--- src/verilog/cpp_pkg.sv ---
// Package for the complementary PWM and phase counting timer block
package cpp_pkg;
  // Register byte offsets
  localparam logic [7:0] ADDR_CTRL = 8'h00;
  localparam logic [7:0] ADDR_STAT = 8'h04;
  localparam logic [7:0] ADDR_C3 = 8'h08;
  localparam logic [7:0] ADDR_C4 = 8'h0C;
  localparam logic [7:0] ADDR_PER = 8'h10;
  localparam logic [7:0] ADDR_PT1 = 8'h14;
  localparam logic [7:0] ADDR_BF1 = 8'h20;
  localparam logic [7:0] ADDR_C2 = 8'h2C;
  localparam logic [7:0] ADDR_C2GA = 8'h30;
  localparam logic [7:0] ADDR_C2GB = 8'h34;
  localparam logic [7:0] ADDR_C2CTRL = 8'h38;
  localparam logic [7:0] ADDR_STEP = 8'h04;
  // Control register fields
  localparam int CTRL_CMD_LSB = 0;
  localparam int CTRL_RUN3 = 2;
  localparam int CTRL_RUN4 = 3;
  localparam int CTRL_RUN2 = 4;
  localparam int CTRL_PHASE = 5;
  localparam int CTRL_BUF = 6;
  localparam int CTRL_PSC_LSB = 8;
  localparam logic [1:0] CMD_COMP = 2'b10;
  // Status register fields
  localparam int ST_MATCH_A3 = 0;
  localparam int ST_OVF4 = 1;
  localparam int ST_MATCH_A2 = 2;
  localparam int ST_MATCH_B2 = 3;
  localparam int ST_OVF2 = 4;
  localparam int ST_DIR = 8;
  // Channel 2 counter clear selections
  localparam logic [1:0] CLR_NONE = 2'b00;
  localparam logic [1:0] CLR_GA = 2'b01;
  localparam logic [1:0] CLR_GB = 2'b10;
  // Reset values
  localparam logic [31:0] CTRL_RST = 32'h0000_0000;
  localparam logic [15:0] CNT_RST = 16'h0000;
  localparam logic [15:0] GR_RST = 16'hFFFF;
  // Counting direction of the channel 3/4 pair
  typedef enum logic {CPP_UP = 1'b0, CPP_DOWN = 1'b1} cpp_dir_t;
  // The six complementary PWM pins
  typedef struct packed {
    logic out1;
    logic out1_comp;
    logic out2;
    logic out2_comp;
    logic out3;
    logic out3_comp;
  } cpp_pwm_t;
endpackage

--- src/verilog/cpp_timer.sv ---
// Complementary PWM and phase counting timer with AHB-Lite registers
`timescale 1ns/1ps
module cpp_timer #(
  parameter int CW = 16
) (
  input wire logic hclk,
  input wire logic hresetn,
  input wire logic hsel,
  input wire logic [31:0] haddr,
  input wire logic [1:0] htrans,
  input wire logic hwrite,
  input wire logic [2:0] hsize,
  input wire logic [31:0] hwdata,
  input wire logic hready,
  output logic hreadyout,
  output logic hresp,
  output logic [31:0] hrdata,
  input wire logic quad_input_a,
  input wire logic quad_input_b,
  output cpp_pkg::cpp_pwm_t pwm,
  output logic pwm_oe
);
  logic [31:0] ctrl_reg, rd_reg, rd_mux;
  logic [7:0] wa_reg;
  logic wr_pend_reg;
  logic [2:0] div_reg;
  logic [CW-1:0] c3_reg, c4_reg, per_reg, c2_reg, ga2_reg, gb2_reg;
  logic [CW-1:0] pt_reg [3];
  logic [CW-1:0] bf_reg [3];
  logic [2:0] pos_reg, neg_reg, m3, m4, wr_pt, wr_bf;
  logic [1:0] clr2_reg;
  logic [4:0] stat_reg, stat_set, stat_next;
  cpp_pkg::cpp_dir_t dir_reg;
  logic a_prev_reg, b_prev_reg;

  // Bus slave answers at once, always OKAY
  assign hreadyout = 1'b1;
  assign hresp = 1'b0;
  assign hrdata = rd_reg;
  wire take = hsel & hready & htrans[1] & (hsize == 3'b010);
  wire wr_en = wr_pend_reg;
  wire wr_ctrl = wr_en && (wa_reg == cpp_pkg::ADDR_CTRL);
  wire wr_stat = wr_en && (wa_reg == cpp_pkg::ADDR_STAT);
  wire wr_c3 = wr_en && (wa_reg == cpp_pkg::ADDR_C3);
  wire wr_c4 = wr_en && (wa_reg == cpp_pkg::ADDR_C4);
  wire wr_per = wr_en && (wa_reg == cpp_pkg::ADDR_PER);
  wire wr_c2 = wr_en && (wa_reg == cpp_pkg::ADDR_C2);
  wire wr_ga2 = wr_en && (wa_reg == cpp_pkg::ADDR_C2GA);
  wire wr_gb2 = wr_en && (wa_reg == cpp_pkg::ADDR_C2GB);
  wire wr_clr2 = wr_en && (wa_reg == cpp_pkg::ADDR_C2CTRL);
  wire [CW-1:0] wdat = hwdata[CW-1:0];

  // Count clock enable from the prescaler select
  wire [1:0] psc = ctrl_reg[cpp_pkg::CTRL_PSC_LSB +: 2];
  wire [2:0] psc_mask = 3'((4'h1 << psc) - 4'h1);
  wire tick = (div_reg & psc_mask) == 3'h0;

  // Complementary mode control
  wire comp_mode = ctrl_reg[cpp_pkg::CTRL_CMD_LSB +: 2] == cpp_pkg::CMD_COMP;
  wire comp_run = comp_mode & ctrl_reg[cpp_pkg::CTRL_RUN3] & ctrl_reg[cpp_pkg::CTRL_RUN4];
  wire step = comp_run & tick;
  wire up = dir_reg == cpp_pkg::CPP_UP;
  wire turn_down = step & up & (c3_reg == per_reg);
  wire underflow = step & ~up & (c4_reg == cpp_pkg::CNT_RST);
  wire xfer = ctrl_reg[cpp_pkg::CTRL_BUF] & (turn_down | underflow);
  assign pwm_oe = comp_mode;

  // Per-phase matches; above the period only period+1 (channel 3 overshoot) and all-ones (channel 4 undershoot) can match
  // Channel 3 starts ahead, so its match leads and trails the pair
  for (genvar i = 0; i < 3; i++) begin : g_phase
    assign m3[i] = step & (c3_reg == pt_reg[i]);
    assign m4[i] = step & (c4_reg == pt_reg[i]);
    assign wr_pt[i] = wr_en && (wa_reg == 8'(cpp_pkg::ADDR_PT1 + cpp_pkg::ADDR_STEP * i));
    assign wr_bf[i] = wr_en && (wa_reg == 8'(cpp_pkg::ADDR_BF1 + cpp_pkg::ADDR_STEP * i));
  end

  // Output pins; every pair's positive from channel 4 matches, its complement from channel 3 matches
  assign pwm.out1 = pos_reg[0];
  assign pwm.out1_comp = neg_reg[0];
  assign pwm.out2 = pos_reg[1];
  assign pwm.out2_comp = neg_reg[1];
  assign pwm.out3 = pos_reg[2];
  assign pwm.out3_comp = neg_reg[2];

  // Quadrature decode, inputs already synchronous
  wire ph_run = ctrl_reg[cpp_pkg::CTRL_PHASE] & ctrl_reg[cpp_pkg::CTRL_RUN2];
  wire a_rise = quad_input_a & ~a_prev_reg;
  wire a_fall = ~quad_input_a & a_prev_reg;
  wire b_rise = quad_input_b & ~b_prev_reg;
  wire b_fall = ~quad_input_b & b_prev_reg;
  wire q_up = (a_rise & quad_input_b) | (a_fall & ~quad_input_b) |
              (b_rise & ~quad_input_a) | (b_fall & quad_input_a);
  wire q_dn = (a_rise & ~quad_input_b) | (a_fall & quad_input_b) |
              (b_rise & quad_input_a) | (b_fall & ~quad_input_a);
  wire c2_step = ph_run & (q_up ^ q_dn);
  wire m2a = c2_step & (c2_reg == ga2_reg);
  wire m2b = c2_step & (c2_reg == gb2_reg);
  wire c2_clr = (m2a & (clr2_reg == cpp_pkg::CLR_GA)) | (m2b & (clr2_reg == cpp_pkg::CLR_GB));
  wire c2_wrap = c2_step & ~c2_clr & (q_up ? (&c2_reg) : (c2_reg == cpp_pkg::CNT_RST));

  // Status flags: hardware set wins over software clear by writing 0
  assign stat_set = {c2_wrap, m2b, m2a, underflow, turn_down};
  assign stat_next = (stat_reg & ~(wr_stat ? ~hwdata[4:0] : 5'h00)) | stat_set;

  // Read multiplexer
  always_comb begin
    rd_mux = 32'h0000_0000;
    if (haddr[7:0] == cpp_pkg::ADDR_CTRL) begin
      rd_mux = ctrl_reg;
    end else if (haddr[7:0] == cpp_pkg::ADDR_STAT) begin
      rd_mux = {23'h00_0000, dir_reg, 3'h0, stat_reg};
    end else if (haddr[7:0] == cpp_pkg::ADDR_C3) begin
      rd_mux[CW-1:0] = c3_reg;
    end else if (haddr[7:0] == cpp_pkg::ADDR_C4) begin
      rd_mux[CW-1:0] = c4_reg;
    end else if (haddr[7:0] == cpp_pkg::ADDR_PER) begin
      rd_mux[CW-1:0] = per_reg;
    end else if (haddr[7:0] == cpp_pkg::ADDR_PT1) begin
      rd_mux[CW-1:0] = pt_reg[0];
    end else if (haddr[7:0] == 8'(cpp_pkg::ADDR_PT1 + cpp_pkg::ADDR_STEP)) begin
      rd_mux[CW-1:0] = pt_reg[1];
    end else if (haddr[7:0] == 8'(cpp_pkg::ADDR_PT1 + 2 * cpp_pkg::ADDR_STEP)) begin
      rd_mux[CW-1:0] = pt_reg[2];
    end else if (haddr[7:0] == cpp_pkg::ADDR_BF1) begin
      rd_mux[CW-1:0] = bf_reg[0];
    end else if (haddr[7:0] == 8'(cpp_pkg::ADDR_BF1 + cpp_pkg::ADDR_STEP)) begin
      rd_mux[CW-1:0] = bf_reg[1];
    end else if (haddr[7:0] == 8'(cpp_pkg::ADDR_BF1 + 2 * cpp_pkg::ADDR_STEP)) begin
      rd_mux[CW-1:0] = bf_reg[2];
    end else if (haddr[7:0] == cpp_pkg::ADDR_C2) begin
      rd_mux[CW-1:0] = c2_reg;
    end else if (haddr[7:0] == cpp_pkg::ADDR_C2GA) begin
      rd_mux[CW-1:0] = ga2_reg;
    end else if (haddr[7:0] == cpp_pkg::ADDR_C2GB) begin
      rd_mux[CW-1:0] = gb2_reg;
    end else if (haddr[7:0] == cpp_pkg::ADDR_C2CTRL) begin
      rd_mux[1:0] = clr2_reg;
    end
  end

  // Bus phases, control, prescaler and flags
  always_ff @(posedge hclk or negedge hresetn) begin
    if (!hresetn) begin
      wr_pend_reg <= 1'b0;
      wa_reg <= 8'h00;
      rd_reg <= 32'h0000_0000;
      ctrl_reg <= cpp_pkg::CTRL_RST;
      clr2_reg <= cpp_pkg::CLR_NONE;
      div_reg <= 3'h0;
      stat_reg <= 5'h00;
    end else begin
      wr_pend_reg <= take & hwrite;
      wa_reg <= haddr[7:0];
      if (take & ~hwrite) begin
        rd_reg <= rd_mux;
      end
      if (wr_ctrl) begin
        ctrl_reg <= hwdata;
      end
      if (wr_clr2) begin
        clr2_reg <= hwdata[1:0];
      end
      div_reg <= div_reg + 3'h1;
      stat_reg <= stat_next;
    end
  end

  // Channel 3/4 up/down counters with overshoot and undershoot
  always_ff @(posedge hclk or negedge hresetn) begin
    if (!hresetn) begin
      c3_reg <= cpp_pkg::CNT_RST;
      c4_reg <= cpp_pkg::CNT_RST;
      per_reg <= cpp_pkg::GR_RST;
      dir_reg <= cpp_pkg::CPP_UP;
    end else begin
      if (wr_c3) begin
        c3_reg <= wdat;
      end else if (step) begin
        c3_reg <= up ? c3_reg + 1'b1 : c3_reg - 1'b1;
      end
      if (wr_c4) begin
        c4_reg <= wdat;
      end else if (step) begin
        c4_reg <= up ? c4_reg + 1'b1 : c4_reg - 1'b1;
      end
      if (wr_per) begin
        per_reg <= wdat;
      end
      if (!comp_mode) begin
        dir_reg <= cpp_pkg::CPP_UP;
      end else if (turn_down) begin
        dir_reg <= cpp_pkg::CPP_DOWN;
      end else if (underflow) begin
        dir_reg <= cpp_pkg::CPP_UP;
      end
    end
  end

  // Points, buffers and output pairs; dead time from the counter offset
  always_ff @(posedge hclk or negedge hresetn) begin
    if (!hresetn) begin
      pt_reg <= '{default: cpp_pkg::GR_RST};
      bf_reg <= '{default: cpp_pkg::GR_RST};
      pos_reg <= 3'b000;
      neg_reg <= 3'b111;
    end else begin
      for (int i = 0; i < 3; i++) begin
        if (wr_pt[i]) begin
          pt_reg[i] <= wdat;
        end else if (xfer) begin
          pt_reg[i] <= bf_reg[i];
        end
        if (wr_bf[i]) begin
          bf_reg[i] <= wdat;
        end
        if (!comp_mode) begin
          pos_reg[i] <= 1'b0;
          neg_reg[i] <= 1'b1;
        end else if (up) begin
          pos_reg[i] <= pos_reg[i] | m4[i];
          neg_reg[i] <= neg_reg[i] & ~m3[i];
        end else begin
          // Down: lower channel 4 meets the point first, so it drops the positive
          pos_reg[i] <= pos_reg[i] & ~m4[i];
          neg_reg[i] <= neg_reg[i] | m3[i];
        end
      end
    end
  end

  // Channel 2 phase counter with compare and clear
  always_ff @(posedge hclk or negedge hresetn) begin
    if (!hresetn) begin
      c2_reg <= cpp_pkg::CNT_RST;
      ga2_reg <= cpp_pkg::GR_RST;
      gb2_reg <= cpp_pkg::GR_RST;
      a_prev_reg <= 1'b0;
      b_prev_reg <= 1'b0;
    end else begin
      a_prev_reg <= quad_input_a;
      b_prev_reg <= quad_input_b;
      if (wr_c2) begin
        c2_reg <= wdat;
      end else if (c2_clr) begin
        c2_reg <= cpp_pkg::CNT_RST;
      end else if (c2_step) begin
        c2_reg <= q_up ? c2_reg + 1'b1 : c2_reg - 1'b1;
      end
      if (wr_ga2) begin
        ga2_reg <= wdat;
      end
      if (wr_gb2) begin
        gb2_reg <= wdat;
      end
    end
  end
endmodule

--- config.mk ---
export PLATFORM = sky130hd
export DESIGN_NAME = cpp_timer
export DESIGN_NICKNAME = d
export VERILOG_FILES = /design/src/verilog/cpp_pkg.sv /design/src/verilog/cpp_timer.sv
export SDC_FILE = /design/constraint.sdc
export NUM_CORES = 1
export LEC_CHECK = 0
export CORE_AREA = 2 2 211 213
export CTS_CLUSTER_DIAMETER = 80
export CTS_CLUSTER_SIZE = 12
export DETAILED_ROUTE_END_ITERATION = 12
export DIE_AREA = 0 0 213 215
export DONT_BUFFER_PORTS = 1
export GPL_TIMING_DRIVEN = 0
export SLEW_MARGIN = 20
export SYNTH_ARGS = -nofsm -noshare
export SYNTH_HDL_FRONTEND = slang
export SYNTH_SLANG_ARGS = --single-unit
export TNS_END_PERCENT = 1
--- constraint.sdc ---
create_clock -name hclk -period 3.8 [get_ports hclk]
set_input_delay 0.19 -clock hclk [delete_from_list [all_inputs] [get_ports hclk]]
set_output_delay 0.19 -clock hclk [all_outputs]
set_load 0.02 [all_outputs]
==> results of run 1 <==
power breakdown:
group	total [mW]	internal, mW	switching (mW)
logic	0.532	0.202	0.330
registers	3.19	3.11	0.0813
clock network	2.69	1.42	1.26
total	6.41	4.73	1.68
cell type report:
class	instances	area, um2	area share, %
Clock buffer	45	785.8	4.080
Clock inverter	6	46.29	0.2404
Multi-Input combinational cell	1303	9284	48.21
Timing Repair Buffer	48	475.5	2.469
Inverter	13	52.55	0.2729
Buffer	136	579.3	3.008
Tap cell	592	740.7	3.846
Sequential cell	284	7295	37.88
per-stage QoR:
step | total power, mW | hold slack (ps)
floorplan | 3.515 | -105.6
global placement | 3.686 | -73.52
detailed placement | 3.695 | -71.93
CTS | 6.418 | -689.3
global route | 6.610 | -679.6
finish | 6.406 | -653.9
cells by family after synthesis:
logic type	count (synthesis)	share of synthesized area, %
simple gates	492	13.57
compound gates	381	14.72
flops	284	42.45
mux	202	12.88
xor+xnor	180	9.180
buf+inv	150	3.665
fa+ha+maj	46	3.482
other cells	2	0.04373
timing repair:
action	CTS	global route
hold endpoints to repair	363	284
resized for setup	4	2
pin swaps	0	1
setup endpoints to repair	6	4
buffers inserted	2	3
final timing paths:
kind,startpoint,to,slack [ps],cells after the start
min in group hclk,haddr[6],hrdata[2]$_DFFE_PN0P_,60,4
hold / removal,hresetn,ctrl_reg[14]$_DFFE_PN0P_,-650,0
setup reg to reg,b_prev_reg$_DFF_PN0_,c2_reg[15]$_DFFE_PN0P_,210,13
hold reg to reg,div_reg[0]$_DFF_PN0_,div_reg[0]$_DFF_PN0_,460,1
max in group asynchronous,hresetn,dir_reg$_DFFE_PN0P_,3780,0
setup / recovery,b_prev_reg$_DFF_PN0_,c2_reg[15]$_DFFE_PN0P_,210,13
per-layer routing:
layer	vias up	share of wire, %	GRT usage (%)
li1	6439	-	-
met2	654	45	45.02
met4	2	5.4	13.50
met5	-	0.025	0
met3	156	7.4	4.574
met1	7420	42	40.45
critical path, cell delays in order, from the launching register on:
cell	delay (ps)
dfrtp_1	410
mux2_2	370
a21oi_4	210
clkinvlp_4	100
buf_4	180
ha_1	370
o21ai_0	130
o21ai_0	370
a211oi_1	190
or3b_2	530
a31o_2	220
nand3_1	110
xnor2_1	80
o31ai_1	210
cell usage after synthesis, types with 10 or more instances:
library cell,instances
o21ai_0,62
a222oi_1,12
nor2_1,142
nand2b_1,15
nand4_1,30
xnor2_1,107
o31ai_1,17
mux2_2,132
xor2_1,73
dfstp_2,147
nand2_1,133
a21o_1,13
ha_1,43
clkbuf_1,114
mux2i_1,68
nor4_1,32
nor3_1,38
inv_1,11
a21oi_1,116
a22o_1,23
a22oi_1,23
o21a_1,10
dfrtp_1,137
a221oi_1,22
nand3_1,45
a31oi_1,17
nor2b_1,13
a211oi_1,16
==> metrics.csv, run 1 <==
stage,metric,value,unit
synth,ys_seq_elements,284,
run,max_cap_violations,0,
placed_design,placed_area,17930,um2
placed_design,gp_congestion,0.9891,
global_route,grt_start_max_net_pins,285,
floorplan,fp.coreArea,43640,um2
sta,fin_setup_tns,0,ps
placed_design,post-place-ws,-424.9,ps
min_path,hp-class,in -> async,
placed_design,dp_hpwl,48.92,mm
detailed_routing,wl_per_cell,27.67,um
sta,slew_headroom,16.25,%
detailed_routing,via_per_inst,6.045,
synth,synth_top_area_share,22.49,%
synth,ys_types,76,
clock_network,clkSinkCount,284,
floorplan,start_util,39.35,%
placed_design,port_buffers,0,
power_and_ir_drop,leakagePower,7.474,nW
finish,syn2layout_area_growth,12.14,%
sta,period_minus_slack,3585,ps
status,violations,negative hold slack,
global_route,grt_overflow,0,
floorplan,rows,77,
critical_path,start_kind,flop,
power_and_ir_drop,irDropWorstVdd,366.9,uV
finish,layout.cells.non_filler,2427,
floorplan,dieWidth,213,um
synth,syn_nets,1859,
detailed_routing,num_vias,14670,
synth,synth.area.top_cells,"dfstp_2, dfrtp_1, mux2_2",
finish,nFillCells,4232,
sta,max_freq,0.2789,GHz
synth,syn_area,17170,um2
synth,yosys_warnings,0,
synth,synthArstFlopShare,100.0,%
sta,clock_skew,15.75,ps
clock_network,postCtsHoldBufs,43,
sta,post-route-period-util,94.34,%
clock_network,clk_pin_slew,70,ps
clock_network,htree_levels,1,
detailed_routing,drc_errors,0,
critical_path,worst-path-max-fanout,8,
finish,final_cell_mix,"dfstp_2, nor2_1, dfrtp_1, nand2_1, mux2_2",
finish,nets,1937,
global_route,grt_pass1_wl,98.54,mm
sta,rsz0062_at_grt,no,
finish,drive_gt1_share,19.51,%
clock_network,numCtsBuffers,29,
sta,setup_violations,0,
floorplan,io-pin-count,117,
power_and_ir_drop,powerDensity,332.6,nW/um2
sta,whs,-653.9,ps
finish,fin_area,19260,um2
synth,ys_seq_area_share,42.45,%
clock_network,cts_max_path_buffers,3,
detailed_routing,drtAntennaViolNets,0,
detailed_routing,drt_wl_total,67.16,mm
placed_design,dp.cells,2329,
floorplan,die_h,215,um
sta,tightest_slew,1256,ps
global_route,grt_pass1_vias,14310,
floorplan,die_area,45800,um2
synth,synthFlopType,dfstp_2,
critical_path,setup.worst_path.end_class,flop,
finish,mostFrequentLayoutCell,dfstp_2,
status,outcome,"complete, but fails checks",
sta,drv_slew,0,
synth,avgSynthCellArea,9.887,um2
synth,synth-edff-count,0,
global_route,antenna_found_initial,1,
synth,synth_area_leader_cell,dfstp_2,
detailed_routing,first_pass_iters,6,
global_route,track_usage,29.29,%
clock_network,clkLatencyLatePin,580,ps
critical_path,worstSetupPathType,reg -> reg,
finish,antenna_cells,0,
clock_network,cts_tree,built,
clock_network,ctsRootBufferMaster,clkbuf_16,
finish,utilization,44.13,%
critical_path,cp.required,4290,ps
detailed_routing,drtIter0Drc,1748,
sta,finalHoldViolCount,284,
critical_path,worstPathArrival,4070,ps
sta,setup_ws,215.0,ps
synth,postSynthCellCount,1737,
(Power assumes the default switching activity.)
==> inputs of run 2 (changes only) <==
--- a/config.mk
+++ b/config.mk
@@ -5,6 +5,8 @@
 export SDC_FILE = /design/constraint.sdc
 export NUM_CORES = 1
 export LEC_CHECK = 0
+export CELL_PAD_IN_SITES_DETAIL_PLACEMENT = 1
+export CELL_PAD_IN_SITES_GLOBAL_PLACEMENT = 2
 export CORE_AREA = 2 2 211 213
 export CTS_CLUSTER_DIAMETER = 80
 export CTS_CLUSTER_SIZE = 12
@@ -12,6 +14,7 @@
 export DIE_AREA = 0 0 213 215
 export DONT_BUFFER_PORTS = 1
 export GPL_TIMING_DRIVEN = 0
+export PLACE_DENSITY_LB_ADDON = 0.1
 export SLEW_MARGIN = 20
 export SYNTH_ARGS = -nofsm -noshare
 export SYNTH_HDL_FRONTEND = slang
==> run 2 against run 1 <==
Compared with the run above:
- the run still ends with negative hold slack left
- first-iteration DRC count fell by 38%
- clock-buffer cell count did not move
- combinational power rose by 1%
- clock power rose by 2%
- non-clock buffer count did not move
- cell area rose by 0.34%
- via count rose by 0.55%
- hold slack got worse by 36 ps
- sequential share of layout area fell by 0.13 points
- critical path type unchanged
- largest power group unchanged
==> metrics.csv, run 2 (synthesis gave the netlist of run 1 again) <==
stage,metric,value,unit
global_route,grt_pass1_wl,107.5,mm
clock_network,ctsRootBufferMaster,clkbuf_16,
clock_network,clkLatencyLatePin,580,ps
clock_network,clkSinkCount,284,
global_route,track_usage,32.45,%
critical_path,worstPathArrival,4080,ps
status,outcome,"complete, but fails checks",
run,max_cap_violations,0,
placed_design,post-place-ws,-863.5,ps
clock_network,cts_tree,built,
detailed_routing,drtIter0Drc,1087,
sta,rsz0062_at_grt,yes,
clock_network,cts_max_path_buffers,3,
power_and_ir_drop,leakagePower,7.506,nW
global_route,grt_overflow,0,
power_and_ir_drop,powerDensity,335.0,nW/um2
detailed_routing,drtAntennaViolNets,0,
clock_network,numCtsBuffers,29,
detailed_routing,via_per_inst,6.078,
finish,nets,1937,
sta,max_freq,0.2773,GHz
finish,seqCellArea,7295,um2
finish,syn2layout_area_growth,12.52,%
global_route,grt_pass1_vias,15310,
sta,whs,-689.7,ps
floorplan,fp.coreArea,43640,um2
sta,period_minus_slack,3607,ps
critical_path,cp_slowest_cell,or3b_2,
finish,final_cell_mix,"dfstp_2, nor2_1, dfrtp_1, nand2_1, mux2_2",
clock_network,htree_levels,1,
sta,post-route-period-util,94.91,%
critical_path,setup.worst_path.end_class,flop,
detailed_routing,drt_wl_total,73.57,mm
floorplan,rows,77,
floorplan,die_area,45800,um2
critical_path,crit_buf_inv,2,
critical_path,cp.required,4280,ps
detailed_routing,num_vias,14750,
sta,finalHoldViolCount,236,
sta,slew_headroom,18.57,%
floorplan,die_h,215,um
finish,nFillCells,4944,
detailed_routing,top_layer,met4,
finish,multi_input_area,9319,um2
critical_path,worstSetupPathType,reg -> reg,
finish,utilization,44.28,%
sta,tightest_slew,1217,ps
placed_design,port_buffers,0,
detailed_routing,wl_per_cell,30.31,um
finish,drive_gt1_share,19.97,%
sta,clock_skew,18.68,ps
min_path,hp-class,in -> async,
critical_path,slowest_delay,510,ps
floorplan,dieWidth,213,um
critical_path,crit_chain,mux2_2 -> a21oi_4 -> clkinvlp_4 -> buf_4 -> ha_1 -> o21ai_0 -> o21ai_1 -> a211oi_2 -> or3b_2 -> a31o_2 -> nand3_1 -> xnor2_1 -> o31ai_1,
detailed_routing,first_pass_iters,5,
critical_path,worst-path-max-fanout,6,
critical_path,start_kind,flop,
finish,mostFrequentLayoutCell,dfstp_2,
placed_design,dp_hpwl,53.92,mm
detailed_routing,wl_met2,35.75,mm
floorplan,start_util,39.35,%
detailed_routing,drc_errors,0,
global_route,antenna_found_initial,0,
placed_design,gp_congestion,1.004,
status,violations,negative hold slack,
detailed_routing,dr_wl_met3,3.670,mm
clock_network,clk_pin_slew,70,ps
sta,drv_slew,0,
detailed_routing,m1WireLength,30.17,mm
sta,setup_ws,193.4,ps
floorplan,io-pin-count,117,
global_route,grt_start_max_net_pins,285,
critical_path,crit_family,compound AO/OA/AOI/OAI gates,
clock_network,postCtsHoldBufs,43,
sta,setup_violations,0,
power_and_ir_drop,irDropWorstVdd,302.5,uV
[run 2: cell count changes in the layout (fill, tap and decap cells not counted), moves of 2 or more]
| cell | before | now |
|---|---|---|
| a211oi_2 | 0 | 3 |
| diode_2 | 0 | 2 |
| clkbuf_1 | 127 | 122 |
| a211oi_1 | 16 | 13 |
| clkbuf_2 | 2 | 5 |
| o21ai_1 | 3 | 5 |
| o21ai_0 | 61 | 59 |
[run 2: report_power, final]
| group | leakage, nW | switching, mW | internal [mW] | total [mW] |
|---|---|---|---|---|
| Combinational | 3.78 | 0.334 | 0.204 | 0.538 |
| Clock | 0.409 | 1.27 | 1.48 | 2.74 |
| Sequential | 3.32 | 0.0860 | 3.11 | 3.19 |
| Total | 7.51 | 1.69 | 4.79 | 6.47 |
[run 2: what timing repair did]
action	in CTS	in global routing
pin swaps	1	1
buffers inserted	4	1
resized for setup	6	6
cloned	0	0
setup endpoints to repair	13	5
hold endpoints to repair	363	284
[run 2: path summary, 6_finish.rpt]
path | slack (ps) | startpoint | endpoint | cells after the start
setup reg to reg | 190 | b_prev_reg$_DFF_PN0_ | c2_reg[15]$_DFFE_PN0P_ | 13
setup / recovery | 190 | b_prev_reg$_DFF_PN0_ | c2_reg[15]$_DFFE_PN0P_ | 13
min in group hclk | 90 | haddr[6] | hrdata[3]$_DFFE_PN0P_ | 3
hold reg to reg | 450 | div_reg[0]$_DFF_PN0_ | div_reg[0]$_DFF_PN0_ | 1
hold / removal | -690 | hresetn | hrdata[30]$_DFFE_PN0P_ | 0
max in group asynchronous | 3590 | hresetn | c3_reg[6]$_DFFE_PN0P_ | 0
[run 2: routing by layer]
metal  vias up  global-route usage, %
met5         -                      0
met4         0                  15.52
met3       165                  3.843
met1      7666                  41.41
met2       470                  54.46
li1       6451                      -
[run 2: worst register-to-register path, delay by kind of cell, from the launching register on]
family          cells  cell delay [ps]
mux                 1              390
flops               1              410
xor+xnor            1               80
simple gates        2              630
buf+inv             2              290
compound gates      6             1310
fa+ha+maj           1              390
[run 2: layout make-up]
type,count,area share [%]
clock buffers,45,4.228
well taps,592,3.833
flip-flops and latches,284,37.75
multi-input cells,1303,48.23
inverters,13,0.2720
plain buffers,136,3.017
clock inverters,4,0.1878
diodes,2,0.02590
repair buffers,48,2.461
[run 2: metrics by stage]
stage | area [um2] | cells | setup TNS (ps) | power (mW) | hold slack [ps]
final | 19320 | 2427 | 0 | 6.474 | -689.7
after CTS | 19270 | 2425 | 0 | 6.514 | -719.9
after global routing | 19320 | 2425 | -78.50 | 6.681 | -702.3
after global placement | 17910 | 2329 | -7273 | 3.700 | -99.28
after floorplan | 17170 | 1737 | 0 | 3.515 | -105.6
after detailed placement | 17930 | 2329 | -4507 | 3.711 | -99.14
